[src/design/sfrs_pkg.sv]
// constants and state encoding for the serial flash reset sequencer
package sfrs_pkg;
  localparam int CLK_PERIOD_NS = 10;
  localparam int POWER_UP_DELAY_US = 300;
  localparam int WARM_RESET_DURATION_US = 35;
  localparam int RESET_PULSE_WIDTH_NS = 200;
  localparam int RESET_HOLD_TIME_NS = 50;
  localparam int RESET_SETUP_TIME_NS = 50;
  localparam int POWER_UP_CYCLES = (POWER_UP_DELAY_US * 1000 + CLK_PERIOD_NS - 1) / CLK_PERIOD_NS;
  localparam int WARM_RESET_CYCLES =
    (WARM_RESET_DURATION_US * 1000 + CLK_PERIOD_NS - 1) / CLK_PERIOD_NS;
  localparam int PULSE_CYCLES = (RESET_PULSE_WIDTH_NS + CLK_PERIOD_NS - 1) / CLK_PERIOD_NS;
  localparam int CNT_W = 16;

  typedef enum logic [2:0] {
    SFRS_OFF = 3'b000,
    SFRS_COLD = 3'b001,
    SFRS_HELD = 3'b010,
    SFRS_WARM = 3'b011,
    SFRS_READY = 3'b100
  } sfrs_state_e;
endpackage : sfrs_pkg

[src/design/sfrs_sequencer.sv]
// reset and power mode sequencer of the serial flash
`timescale 1ns/10ps
`default_nettype none
module sfrs_sequencer
  import sfrs_pkg::*;
#(
  parameter int POWER_UP_CYC = POWER_UP_CYCLES,
  parameter int WARM_RESET_CYC = WARM_RESET_CYCLES
) (
  input wire logic clk_i,
  input wire logic sys_rst_i,
  input wire logic supply_good_i,
  input wire logic reset_n_i,
  input wire logic chip_sel_n_i,
  input wire logic cold_start_ok_i,
  input wire logic soft_reset_cmd_i,
  input wire logic busy_i,
  output logic cmd_enable_o,
  output logic outputs_float_o,
  output logic abort_o,
  output logic regs_restore_o,
  output logic write_enable_latch_clr_o,
  output logic active_mode_o,
  output logic standby_mode_o
);
  logic [1:0] sync_pwr_reg, sync_rst_reg, sync_cs_reg;
  logic pwr_s, rst_n_s, cs_n_s;
  sfrs_state_e state_reg, state_next;
  logic [CNT_W-1:0] cnt_reg, cnt_next;
  logic [CNT_W-1:0] low_reg, low_next;
  logic rst_prev_reg;
  logic cold_fail_reg, cold_fail_next;
  logic active_reg, active_next;
  logic abort_reg, abort_next;
  logic restore_reg, restore_next;
  logic wel_clr_reg, wel_clr_next;
  logic fall;

  // two flops before use; edge history taken from the second flop only
  always_ff @(posedge clk_i) begin
    if (sys_rst_i) begin
      sync_pwr_reg <= 2'h0;
      sync_rst_reg <= 2'h3;
      sync_cs_reg <= 2'h3;
      rst_prev_reg <= 1'b1;
    end else begin
      sync_pwr_reg <= {sync_pwr_reg[0], supply_good_i};
      sync_rst_reg <= {sync_rst_reg[0], reset_n_i};
      sync_cs_reg <= {sync_cs_reg[0], chip_sel_n_i};
      rst_prev_reg <= sync_rst_reg[1];
    end
  end
  assign pwr_s = sync_pwr_reg[1];
  assign rst_n_s = sync_rst_reg[1];
  assign cs_n_s = sync_cs_reg[1];
  assign fall = rst_prev_reg && !rst_n_s;

  always_comb begin
    state_next = state_reg;
    cnt_next = cnt_reg;
    cold_fail_next = cold_fail_reg;
    abort_next = 1'b0;
    restore_next = 1'b0;
    wel_clr_next = 1'b0;
    low_next = rst_n_s ? '0 : ((low_reg == '1) ? low_reg : low_reg + 1'b1);
    case (state_reg)
      SFRS_OFF: begin
        if (pwr_s) begin
          state_next = SFRS_COLD;
          cnt_next = '0;
        end
      end
      SFRS_COLD: begin
        // reset pin only looked at once the delay ends, to pick ready or held
        if (cnt_reg >= CNT_W'(POWER_UP_CYC - 1)) begin
          cold_fail_next = !cold_start_ok_i;
          wel_clr_next = 1'b1;
          cnt_next = '0;
          state_next = rst_n_s ? SFRS_READY : SFRS_HELD;
        end else begin
          cnt_next = cnt_reg + 1'b1;
        end
      end
      SFRS_HELD: begin
        if (rst_n_s) state_next = SFRS_READY;
      end
      SFRS_WARM: begin
        if (cnt_reg >= CNT_W'(WARM_RESET_CYC - 1)) begin
          cnt_next = '0;
          state_next = rst_n_s ? SFRS_READY : SFRS_HELD;
        end else begin
          cnt_next = cnt_reg + 1'b1;
        end
      end
      SFRS_READY: begin
        if ((!rst_n_s || soft_reset_cmd_i) && cold_fail_reg) begin
          state_next = SFRS_COLD;
          cnt_next = '0;
        end else if (fall || (!rst_n_s && low_reg == '0)) begin
          // warm reset begins at the fall; outputs float from then on
          state_next = SFRS_WARM;
          cnt_next = '0;
          restore_next = 1'b1;
          wel_clr_next = 1'b1;
        end
      end
      default: begin
        state_next = SFRS_OFF;
        cnt_next = '0;
      end
    endcase
    // abort pulse once the low level has lasted the pulse width
    if (low_reg == CNT_W'(PULSE_CYCLES - 1) && !rst_n_s &&
        (state_reg == SFRS_WARM || state_reg == SFRS_READY)) begin
      abort_next = 1'b1;
    end
    if (!pwr_s) begin
      state_next = SFRS_OFF;
      cnt_next = '0;
    end
    // stays active after deselect until busy work ends
    active_next = (state_reg == SFRS_READY) && (!cs_n_s || busy_i);
  end

  always_ff @(posedge clk_i) begin
    if (sys_rst_i) begin
      state_reg <= SFRS_OFF;
      cnt_reg <= '0;
      low_reg <= '0;
      cold_fail_reg <= 1'b0;
      active_reg <= 1'b0;
      abort_reg <= 1'b0;
      restore_reg <= 1'b0;
      wel_clr_reg <= 1'b0;
    end else begin
      state_reg <= state_next;
      cnt_reg <= cnt_next;
      low_reg <= low_next;
      cold_fail_reg <= cold_fail_next;
      active_reg <= active_next;
      abort_reg <= abort_next;
      restore_reg <= restore_next;
      wel_clr_reg <= wel_clr_next;
    end
  end

  assign cmd_enable_o = (state_reg == SFRS_READY);
  assign outputs_float_o = (state_reg != SFRS_READY);
  assign abort_o = abort_reg;
  assign regs_restore_o = restore_reg;
  assign write_enable_latch_clr_o = wel_clr_reg;
  assign active_mode_o = active_reg;
  assign standby_mode_o = (state_reg == SFRS_READY) && !active_reg;

  a_cold_no_cmd: assert property (@(posedge clk_i) disable iff (sys_rst_i)
    state_reg == SFRS_COLD |-> !cmd_enable_o)
    else $error("command enabled during cold start");
  a_cold_ignores_pin: assert property (@(posedge clk_i) disable iff (sys_rst_i)
    (state_reg == SFRS_COLD && cnt_reg < CNT_W'(POWER_UP_CYC - 1) && pwr_s) |=>
    state_reg == SFRS_COLD)
    else $error("cold start cut short");
  a_held_low: assert property (@(posedge clk_i) disable iff (sys_rst_i)
    (state_reg == SFRS_HELD && !rst_n_s && pwr_s) |=> state_reg == SFRS_HELD)
    else $error("left reset hold while pin low");
  a_warm_start: assert property (@(posedge clk_i) disable iff (sys_rst_i)
    (state_reg == SFRS_READY && fall && !cold_fail_reg && pwr_s) |=>
    state_reg == SFRS_WARM && regs_restore_o)
    else $error("warm reset not started on fall");
  a_warm_busy: assert property (@(posedge clk_i) disable iff (sys_rst_i)
    (state_reg == SFRS_WARM && cnt_reg == '0) |-> outputs_float_o && !cmd_enable_o)
    else $error("warm reset let commands through");
  a_fail_cold: assert property (@(posedge clk_i) disable iff (sys_rst_i)
    (state_reg == SFRS_READY && cold_fail_reg && soft_reset_cmd_i && pwr_s) |=>
    state_reg == SFRS_COLD && cnt_reg == '0)
    else $error("failed cold start not restarted");
  a_active_sel: assert property (@(posedge clk_i) disable iff (sys_rst_i)
    (state_reg == SFRS_READY && !cs_n_s) |=> active_mode_o)
    else $error("not active while selected");
  a_wel_clear: assert property (@(posedge clk_i) disable iff (sys_rst_i)
    (state_reg == SFRS_COLD && $past(state_reg) == SFRS_COLD && state_next == SFRS_READY && pwr_s)
    |=> write_enable_latch_clr_o)
    else $error("write enable latch not cleared after power up");
  a_supply_loss: assert property (@(posedge clk_i) disable iff (sys_rst_i)
    !pwr_s |=> state_reg == SFRS_OFF)
    else $error("supply loss did not return to off");
  a_cold_enter: assert property (@(posedge clk_i) disable iff (sys_rst_i)
    (state_reg == SFRS_OFF && pwr_s) |=> state_reg == SFRS_COLD && cnt_reg == '0)
    else $error("cold start not entered on supply good");
  a_cold_end: assert property (@(posedge clk_i) disable iff (sys_rst_i)
    (state_reg == SFRS_COLD && cnt_reg >= CNT_W'(POWER_UP_CYC - 1) && pwr_s) |=>
    state_reg != SFRS_COLD)
    else $error("cold start overran its delay");
  a_warm_len: assert property (@(posedge clk_i) disable iff (sys_rst_i)
    (state_reg == SFRS_WARM && cnt_reg < CNT_W'(WARM_RESET_CYC - 1) && pwr_s) |=>
    state_reg == SFRS_WARM)
    else $error("warm reset cut short");
  a_held_exit: assert property (@(posedge clk_i) disable iff (sys_rst_i)
    (state_reg == SFRS_HELD && rst_n_s && pwr_s) |=> state_reg == SFRS_READY)
    else $error("reset hold not left on pin high");
  a_fail_pin: assert property (@(posedge clk_i) disable iff (sys_rst_i)
    (state_reg == SFRS_READY && cold_fail_reg && !rst_n_s && pwr_s) |=>
    state_reg == SFRS_COLD && cnt_reg == '0)
    else $error("low pin after failed cold start did not restart it");
  a_fail_latch: assert property (@(posedge clk_i) disable iff (sys_rst_i)
    (state_reg == SFRS_COLD && cnt_reg >= CNT_W'(POWER_UP_CYC - 1) && pwr_s &&
    !cold_start_ok_i) |=> cold_fail_reg)
    else $error("failed cold start not remembered");
  a_abort_time: assert property (@(posedge clk_i) disable iff (sys_rst_i)
    ((state_reg == SFRS_WARM || state_reg == SFRS_READY) && !rst_n_s &&
    low_reg == CNT_W'(PULSE_CYCLES - 1)) |=> abort_o)
    else $error("abort missing after pulse width");
  a_abort_pulse: assert property (@(posedge clk_i) disable iff (sys_rst_i)
    abort_o |=> !abort_o)
    else $error("abort longer than one cycle");
  a_restore_pulse: assert property (@(posedge clk_i) disable iff (sys_rst_i)
    regs_restore_o |=> !regs_restore_o)
    else $error("restore longer than one cycle");
  a_wel_warm: assert property (@(posedge clk_i) disable iff (sys_rst_i)
    (state_reg == SFRS_READY && fall && !cold_fail_reg && pwr_s) |=>
    write_enable_latch_clr_o)
    else $error("write enable latch not cleared on warm reset");
  a_active_busy: assert property (@(posedge clk_i) disable iff (sys_rst_i)
    (state_reg == SFRS_READY && busy_i) |=> active_mode_o)
    else $error("not active while busy");
  a_standby_idle: assert property (@(posedge clk_i) disable iff (sys_rst_i)
    (state_reg == SFRS_READY && cs_n_s && !busy_i) |=> !active_mode_o)
    else $error("still active when idle and deselected");
endmodule : sfrs_sequencer
`default_nettype wire

[config.mk]
export PLATFORM = sky130hd
export DESIGN_NAME = sfrs_sequencer
export DESIGN_NICKNAME = d
export VERILOG_FILES = /design/src/design/sfrs_pkg.sv /design/src/design/sfrs_sequencer.sv
export SDC_FILE = /design/constraint.sdc
export NUM_CORES = 1
export LEC_CHECK = 0
export BUFFER_PORTS_ARGS = -buffer_cell sky130_fd_sc_hd__buf_2
export CELL_PAD_IN_SITES_DETAIL_PLACEMENT = 0
export CELL_PAD_IN_SITES_GLOBAL_PLACEMENT = 1
export CORE_UTILIZATION = 46
export CTS_CLUSTER_DIAMETER = 60
export DETAILED_ROUTE_END_ITERATION = 8
export HOLD_SLACK_MARGIN = 0.05
export PLACE_DENSITY_LB_ADDON = 0.2
export SLEW_MARGIN = 40
export SYNTH_ARGS = -nofsm -noshare
export SYNTH_HDL_FRONTEND = slang
export SYNTH_SLANG_ARGS = --single-unit
[constraint.sdc]
create_clock -name clk_i -period 3 [get_ports clk_i]
set_clock_uncertainty 0.15 [all_clocks]
set_input_delay 0.6 -clock clk_i [delete_from_list [all_inputs] [get_ports clk_i]]
set_output_delay 0.6 -clock clk_i [all_outputs]
set_load 0.1 [all_outputs]
# Word-level counts from Yosys, hierarchy flattened
# Cells that the tools add are included.
[totals] regBits=47
[classes] add_sub_neg=2 n_lt_le_gt_ge=2 n_eq_ne=11 muxes=17 bitwise=3 n_reduce_logical=23
[op_table] operator="2-to-1 mux 16 bit" count=4
[op_table] operator="case mux 16 bit (4 select lines)" count=1
[op_table] operator="adder 16 x 1 -> 16 bit, second input constant" count=2
[op_table] operator="2-to-1 mux 3 bit" count=6
[op_table] operator="== test 16 bit, second input constant" count=1
[op_table] operator="== test 16 x 5 -> 1 bit, second input constant" count=1
[op_table] operator="greater-or-equal comparator 16 x 12 -> 1 bit, second input constant" count=1
[op_table] operator="greater-or-equal comparator 16 x 15 -> 1 bit, second input constant" count=1
[op_table] operator="zero test 16 bit" count=1
[op_table] operator="case mux 3 bit (5 select lines)" count=1
[op_table] operator="logical AND 1 bit" count=7
[op_table] operator="== test 3 x 2 -> 1 bit, second input constant" count=2
[op_table] operator="!= test 2 bit, second input constant" count=3
[op_table] operator="OR reduction 2 bit" count=3
[op_table] operator="zero test 1 bit" count=4
[op_table] operator="logical OR 1 bit" count=4
[op_table] operator="2-to-1 mux 1 bit" count=4
[op_table] operator="AND reduction 2 bit" count=2
[op_table] operator="AND reduction 4 bit" count=1
[op_table] operator="== test 3 x 1 -> 1 bit, second input constant" count=1
[op_table] operator="== test 3 bit, second input constant" count=1
[op_table] operator="zero test 3 bit" count=1
[op_table] operator="!= test 3 x 1 -> 1 bit, second input constant" count=1
[op_table] operator="!= test 3 bit, second input constant" count=1
[op_table] operator="2 further kinds" count=4

# Depth between registers and ports, before layout
# Gate-level depths: netlist of the first run.
[logic_depth] ltp_word=6 depth_mapped=9

# Least setup slack after synthesis of the first run
# Ideal clock, no wire load.
[synth_timing] path_kind="reg2out" from="reg state_reg[0]" to="out standby_mode_o" t_arrival_ns=2.713 setup_slack_ns=-0.463 path_stages_with_launch=5 path_buffers=1 path_cell_list="dfxtp_1 > nor2_1 > nand2_1 > buf_1 > nor2_1"
[synth_between] elab_chain_len=2
[synth_rtl] item="from (decl)" line_no="sfrs_sequencer.sv:28" text="sfrs_state_e state_reg, state_next;"
[synth_rtl] item="from (signal assigned)" line_no="sfrs_sequencer.sv:136" text="state_reg <= state_next;"
[synth_rtl] item="== test 3 bit" line_no="sfrs_sequencer.sv:153" text="assign standby_mode_o = (state_reg == SFRS_READY) && !active_reg;"
[synth_rtl] item="logical AND 1 bit" line_no="sfrs_sequencer.sv:153"
[synth_rtl] item="to (decl)" line_no="sfrs_sequencer.sv:24" text="output logic standby_mode_o"
# No other way between the ends.

# Worst setup path in the final report of the first run
[layout_timing] from="reg low_reg[0]" to="reg cnt_reg[15]"
[layout_between] elab_chain_len=5
[layout_rtl] item="from (decl)" line_no="sfrs_sequencer.sv:30" text="logic [CNT_W-1:0] low_reg, low_next;"
[layout_rtl] item="from (signal assigned)" line_no="sfrs_sequencer.sv:138" text="low_reg <= low_next;"
[layout_rtl] item="zero test 16 bit" line_no="sfrs_sequencer.sv:99" text="end else if (fall || (!rst_n_s && low_reg == '0)) begin"
[layout_rtl] item="logical AND 1 bit" line_no="sfrs_sequencer.sv:99"
[layout_rtl] item="logical OR 1 bit" line_no="sfrs_sequencer.sv:99"
[layout_rtl] item="!= test 3 x 1 -> 1 bit (no line)"
[layout_rtl] item="AND reduction 2 bit (no line)"
[layout_rtl] item="to (signal assigned)" line_no="sfrs_sequencer.sv:137" text="cnt_reg <= cnt_next;"
[layout_rtl] item="to (decl)" line_no="sfrs_sequencer.sv:29" text="logic [CNT_W-1:0] cnt_reg, cnt_next;"
# No other way between the ends.
# A chain may end at the register's enable or synchronous reset.

==> flow_summary.json, run 1 <==
{
  "synth_top_area_cell": "dfxtp_1",
  "cts_root_buf": "clkbuf_8",
  "antenna_found_initial": 0,
  "cts_buffers": 5,
  "yosysSeqAreaShare_pct": 39.1,
  "crit_path_end_kind": "flop",
  "final_nets": 298,
  "synth_edf_count": 0,
  "p_leak_nw": 0.780,
  "ctsResizeCount": 0,
  "cts.sinks": 47,
  "via_per_inst": 5.91,
  "slew_headroom_pct": 49.7,
  "worstPathRequired_ns": 3.00,
  "io_pins": 15,
  "worst-r2r-setup-slack_ns": 0.56,
  "multi_input_area_um2": 1380,
  "drc_errors": 0,
  "drv_slew": 0,
  "setup_violations": 0,
  "synth_area_leaders": "dfxtp_1 (39%), a211oi_1 (4.4%), nor2_1 (4.4%), or4_1 (3.7%), nand4_1 (3.4%)",
  "synth-async-reset-ratio_pct": 0,
  "power_density_nw_per_um2": 402,
  "postCtsHoldBufs": 0,
  "crit_arrival_ns": 2.44,
  "drt.antenna.violating_nets": 0,
  "routedWlPerCell_um": 14.3,
  "synth_cell_types": 54,
  "start_kind": "flop",
  "final_common_cell": "dfxtp_1",
  "yosysWarnings": 0,
  "cts_tree": "yes",
  "fillers": 497,
  "hold_slack_ns": 0.268,
  "status": "finished clean",
  "post-route-min-period_ns": 2.44,
  "crit_path_top_delay_cell": "a211oi_4",
  "synth-seq-cells": 47,
  "clock.fmax_ghz": 0.411,
  "cp_num_buf_inv": 1,
  "die_area_um2": 5520,
  "cp_cell_sequence": "inv_1 -> ha_1 -> nor4b_2 -> and4_4 -> nand3_1 -> a211oi_4 -> a211oi_1",
  "syn_inst": 279,
  "fp.dieW_um": 74.3,
  "insertion_delay_ns": 0.30,
  "register_area_um2": 941,
  "rsz0062_at_grt": "false",
  "synth.top_cell.area_share_pct": 39.1,
  "port_buffers": 14,
  "drive_gt1_share_pct": 14.6,
  "tightest_slew_ns": 0.755,
  "insertedDiodeCount": 0,
  "routabilityCongestion": 0.781,
  "hold_viol": 0,
  "setup-tns-final_ns": 0,
  "initial_core_util_pct": 49.3,
  "cpPeakStageDelay_ns": 0.71,
  "totalWireLength_mm": 5.08,
  "ctsHtreeMaxLevel": 2,
  "grt_pass1_vias": 1895,
  "hp-class": "reg2reg",
  "syn_to_final_growth_pct": 8.69,
  "synth_area_um2": 2400,
  "cap_viol_max_count": 0,
  "core_area_um2": 4880,
  "drtPass1Iterations": 4,
  "gr-total-overflow": 0,
  "crit_fanout": 15,
  "drtIter0Drc": 165,
  "worst_ir_drop_vdd_uv": 306,
  "synth_fp_nets": 290,
  "critPathKind": "reg2reg",
  "syn_area_per_cell_um2": 8.62,
  "layout_common_cells": "dfxtp_1 (47), nor2_1 (27), nand2_1 (20)",
  "grt_max_degree": 20,
  "die_h_um": 74.3,
  "clk_pin_slew_ns": 0.09,
  "cts_max_path_buffers": 2,
  "post_cts_buffers": 0,
  "grt_first_pass_wirelength_mm": 8.83,
  "post-route-period-util_pct": 81.2,
  "rows": 25,
  "track_usage_pct": 20.6,
  "crit_family": "compound AO/OA/AOI/OAI gates",
  "vias": 2099,
  "ys.flop_type": "dfxtp_1",
  "post-dp-hpwl_mm": 3.66
}
-- final timing paths --
check,cells past startpoint,to,start
worst max-delay path,7,cnt_reg[15]$_SDFFE_PP0P_,low_reg[0]$_SDFFE_PP0P_
worst min-delay path,1,sync_rst_reg[1]$_SDFF_PP1_,sync_rst_reg[0]$_SDFF_PP1_
worst max register to register,7,cnt_reg[15]$_SDFFE_PP0P_,low_reg[0]$_SDFFE_PP0P_
worst min register to register,1,sync_rst_reg[1]$_SDFF_PP1_,sync_rst_reg[0]$_SDFF_PP1_
-- report_power, final --
| part | switching, mW | leakage (nW) | total, mW | internal (mW) |
|---|---|---|---|---|
| Sequential | 0.00254 | 0.380 | 0.631 | 0.628 |
| Clock | 0.220 | 0.0418 | 0.387 | 0.168 |
| Combinational | 0.0200 | 0.358 | 0.0321 | 0.0121 |
-- Yosys cell counts (3+ instances only) --
library cell  count
o21ai_0          14
o31ai_1           6
or4_1            12
nand4_1          13
nand2_1          20
o211ai_1          3
dfxtp_1          47
nor3_1           11
a211oi_2          3
a21oi_1           6
a211oi_1         14
nor2_1           28
or2_2             6
clkbuf_1          9
or3_1             3
ha_1              3
nand3_1           9
xor2_1            8
nor2b_1           5
nor4_1            4
inv_1             9
-- cell type report --
cell class / count / share of cell area (%)
sequential: 47 / 36.0
inverter: 9 / 1.44
clock buffer: 6 / 2.78
tap: 67 / 3.21
multi-input combinational: 208 / 52.7
timing repair buffer: 16 / 3.26
clock inverter: 2 / 0.622
-- worst reg2reg max path, cell delays in order, from the launching register on --
cell and delay [ns]:
dfxtp_1 0.33, inv_1 0.09, ha_1 0.15, nor4b_2 0.24, and4_4 0.30, nand3_1 0.20, a211oi_4 0.71, a211oi_1 0.12
-- stage by stage --
stage	util [%]	area (µm²)	setup WS, ns	total power, mW	cells
2_1_floorplan	-	2420	0.300	0.668	279
3_3_place_gp	51.5	2510	0.327	0.677	347
3_5_place_dp	51.6	2520	0.527	0.678	347
4_1_cts	53.4	2610	0.526	1.06	355
5_1_grt	53.6	2610	0.357	1.09	355
6_report	53.6	2610	0.564	1.05	355
-- kinds of logic after synthesis --
kind of cell    count (synthesis)  share of synthesized area (%)
xor+xnor                        9                           3.28
flops                          47                           39.1
buf+inv                        24                           4.47
fa+ha+maj                       3                           1.56
mux                             2                          0.832
compound gates                 66                           20.4
simple gates                  128                           30.3
-- layer usage --
metal | vias up | global-route usage (%) | part of all wire, % | wire (µm)
li1 | 1071 | - | - | -
met1 | 989 | 28.2 | 48 | 2420
met2 | 35 | 33.3 | 48 | 2460
met3 | 4 | 3.66 | 3.2 | 165
met4 | 0 | 5.66 | 0.63 | 32
met5 | - | 0 | 0 | 0
No activity file was read; power rests on OpenSTA's default activity.
==> run 2, diff against run 1 <==
clock period = 2.3 ns   (was 3 ns; I/O delays follow)
==> run 2 against run 1 <==
Worst hold slack worse by 0.078 ns. Clock power is 89% higher. Clock-buffer cell count is 1 lower. Largest cell class unchanged.
==> flow_summary.json, run 2 (synthesized netlist as in run 1, its figures left out) <==
{
  "die_h_um": 74.3,
  "syn_to_final_growth_pct": 27.6,
  "post-route-period-util_pct": 96.4,
  "core_area_um2": 4880,
  "worst_ir_drop_vdd_uv": 473,
  "cts_tree": "yes",
  "insertedDiodeCount": 0,
  "gr-total-overflow": 0,
  "start_kind": "flop",
  "cp_num_buf_inv": 0,
  "hold_slack_ns": 0.189,
  "cp_cell_sequence": "ha_2 -> o21ai_0 -> a211oi_1 -> nor4_4 -> or4_1 -> o211a_1",
  "totalWireLength_mm": 5.89,
  "rr_endpoint": "state_reg[1]$_SDFFE_PP0P_",
  "worst-r2r-setup-slack_ns": 0.08,
  "crit_family": "compound AO/OA/AOI/OAI gates",
  "drv_slew": 0,
  "via_per_inst": 5.79,
  "cts_max_path_buffers": 2,
  "layout_common_cells": "dfxtp_1 (47), buf_4 (36), nor2_1 (26), nand2_1 (19), a211oi_1 (14)",
  "final_nets": 335,
  "postCtsHoldBufs": 0,
  "port_buffers": 14,
  "routabilityCongestion": 0.823,
  "clk_pin_slew_ns": 0.09,
  "grt_max_degree": 23,
  "cts.sinks": 47,
  "drc_errors": 0,
  "vias": 2270,
  "crit_fanout": 5,
  "drt.antenna.violating_nets": 0,
  "setup_violations": 0,
  "insertion_delay_ns": 0.30,
  "post-dp-hpwl_mm": 4.07,
  "grt_first_pass_wirelength_mm": 9.23,
  "dpl-instance-area_um2": 2820,
  "hold-path-cell-count": 2,
  "p_total_mw": 1.61,
  "grt_pass1_vias": 2046,
  "critPathKind": "reg2reg",
  "track_usage_pct": 21.9,
  "worst_hold_path.endpoint": "sync_rst_reg[0]$_SDFF_PP1_",
  "routedWlPerCell_um": 15.0,
  "rows": 25,
  "die_area_um2": 5520,
  "min_from": "reset_n_i",
  "rr_worst_depth": 6,
  "cts_root_buf": "clkbuf_8",
  "switchingPower_mw": 0.332,
  "worstPathRequired_ns": 2.35,
  "combPwrFrac_pct": 3.6,
  "rsz0062_at_grt": "true",
  "final_common_cell": "dfxtp_1",
  "antenna_found_initial": 0,
  "stdcell_area_um2": 3070,
  "post-route-min-period_ns": 2.22,
  "crit_path_top_delay_cell": "or4_1",
  "cts_buffers": 5,
  "cpPeakStageDelay_ns": 0.53,
  "hold_viol": 0,
  "clkPwrFrac_pct": 45.3,
  "internal_power_mw": 1.28,
  "p_leak_nw": 1.02,
  "status": "finished clean",
  "io_pins": 15,
  "fp.dieW_um": 74.3,
  "initial_core_util_pct": 49.3,
  "cap_viol_max_count": 0,
  "slew_headroom_pct": 48.1,
  "drtPass1Iterations": 4,
  "tightest_slew_ns": 0.769,
  "clock.fmax_ghz": 0.451,
  "seqPwrFrac_pct": 51.1,
  "power_density_nw_per_um2": 525,
  "crit_arrival_ns": 2.27,
  "drtIter0Drc": 101,
  "rr_startpoint": "cnt_reg[1]$_SDFFE_PP0P_",
  "crit_path_end_kind": "flop",
  "hp-class": "in2reg",
  "ctsHtreeMaxLevel": 2,
  "drive_gt1_share_pct": 27.1,
  "switching_share_pct": 20.6
}
run 2: layout make-up:
cell class,count,area (µm²)
repair buffers,52,408
inverters,9,37.5
fillers,456,1810
clock buffers,5,68.8
clock inverters,3,67.6
flip-flops and latches,47,941
multi-input cells,209,1460
well taps,67,83.8
run 2: timing repair:
item | CTS | global route
setup endpoints to repair | 5 | 22
resized for setup | 1 | 19
pin swaps | 1 | 3
buffers inserted | 0 | 1
gates cloned | 0 | 2
run 2: worst max-delay path by stage:
stage	start	endpoint	slack, ns	depth (start not counted)
final	cnt_reg[1]$_SDFFE_PP0P_	state_reg[1]$_SDFFE_PP0P_	0.08	6
after global placement	low_reg[0]$_SDFFE_PP0P_	cnt_reg[15]$_SDFFE_PP0P_	0.08	8
after detailed placement	low_reg[0]$_SDFFE_PP0P_	cnt_reg[9]$_SDFFE_PP0P_	-0.006	8
after floorplan	low_reg[0]$_SDFFE_PP0P_	cnt_reg[5]$_SDFFE_PP0P_	0.16	8
after CTS	low_reg[0]$_SDFFE_PP0P_	cnt_reg[3]$_SDFFE_PP0P_	0.01	7
after global routing	low_reg[9]$_SDFFE_PP0P_	cnt_reg[9]$_SDFFE_PP0P_	-0.01	5
run 2: per-stage QoR:
step | std cells | TNS (ns) | setup slack, ns | utilization [%]
after global routing | 392 | -0.0267 | -0.0142 | 62.9
final | 392 | 0 | 0.0839 | 62.9
after CTS | 389 | 0 | 0.0104 | 60.6
after floorplan | 279 | 0 | 0.158 | -
after detailed placement | 382 | -0.00556 | -0.00556 | 57.8
after global placement | 382 | 0 | 0.0789 | 57.8
run 2: worst register-to-register path: stages (launching register included):
cell      delay [ns]
dfxtp_1         0.38
ha_2            0.22
o21ai_0         0.08
a211oi_1        0.48
nor4_4          0.14
or4_1           0.53
o211a_1         0.14
run 2: metal layers:
metal,share of wire [%],global-route usage (%),vias up
li1,-,-,1139
met1,44,25.5,1082
met2,52,40.4,45
met3,3.5,4.20,4
met4,0.65,6.92,0
met5,0,0,-
run 2: power by group through the flow:
| stage | Combinational, mW | Sequential [mW] | Clock [mW] |
|---|---|---|---|
| floorplan | 0.0298 | 0.841 | 0 |
| finish | 0.0577 | 0.823 | 0.730 |
| global route | 0.0628 | 0.824 | 0.769 |
| CTS | 0.0508 | 0.823 | 0.742 |
| global placement | 0.0495 | 0.842 | 0 |
| detailed placement | 0.0502 | 0.842 | 0 |
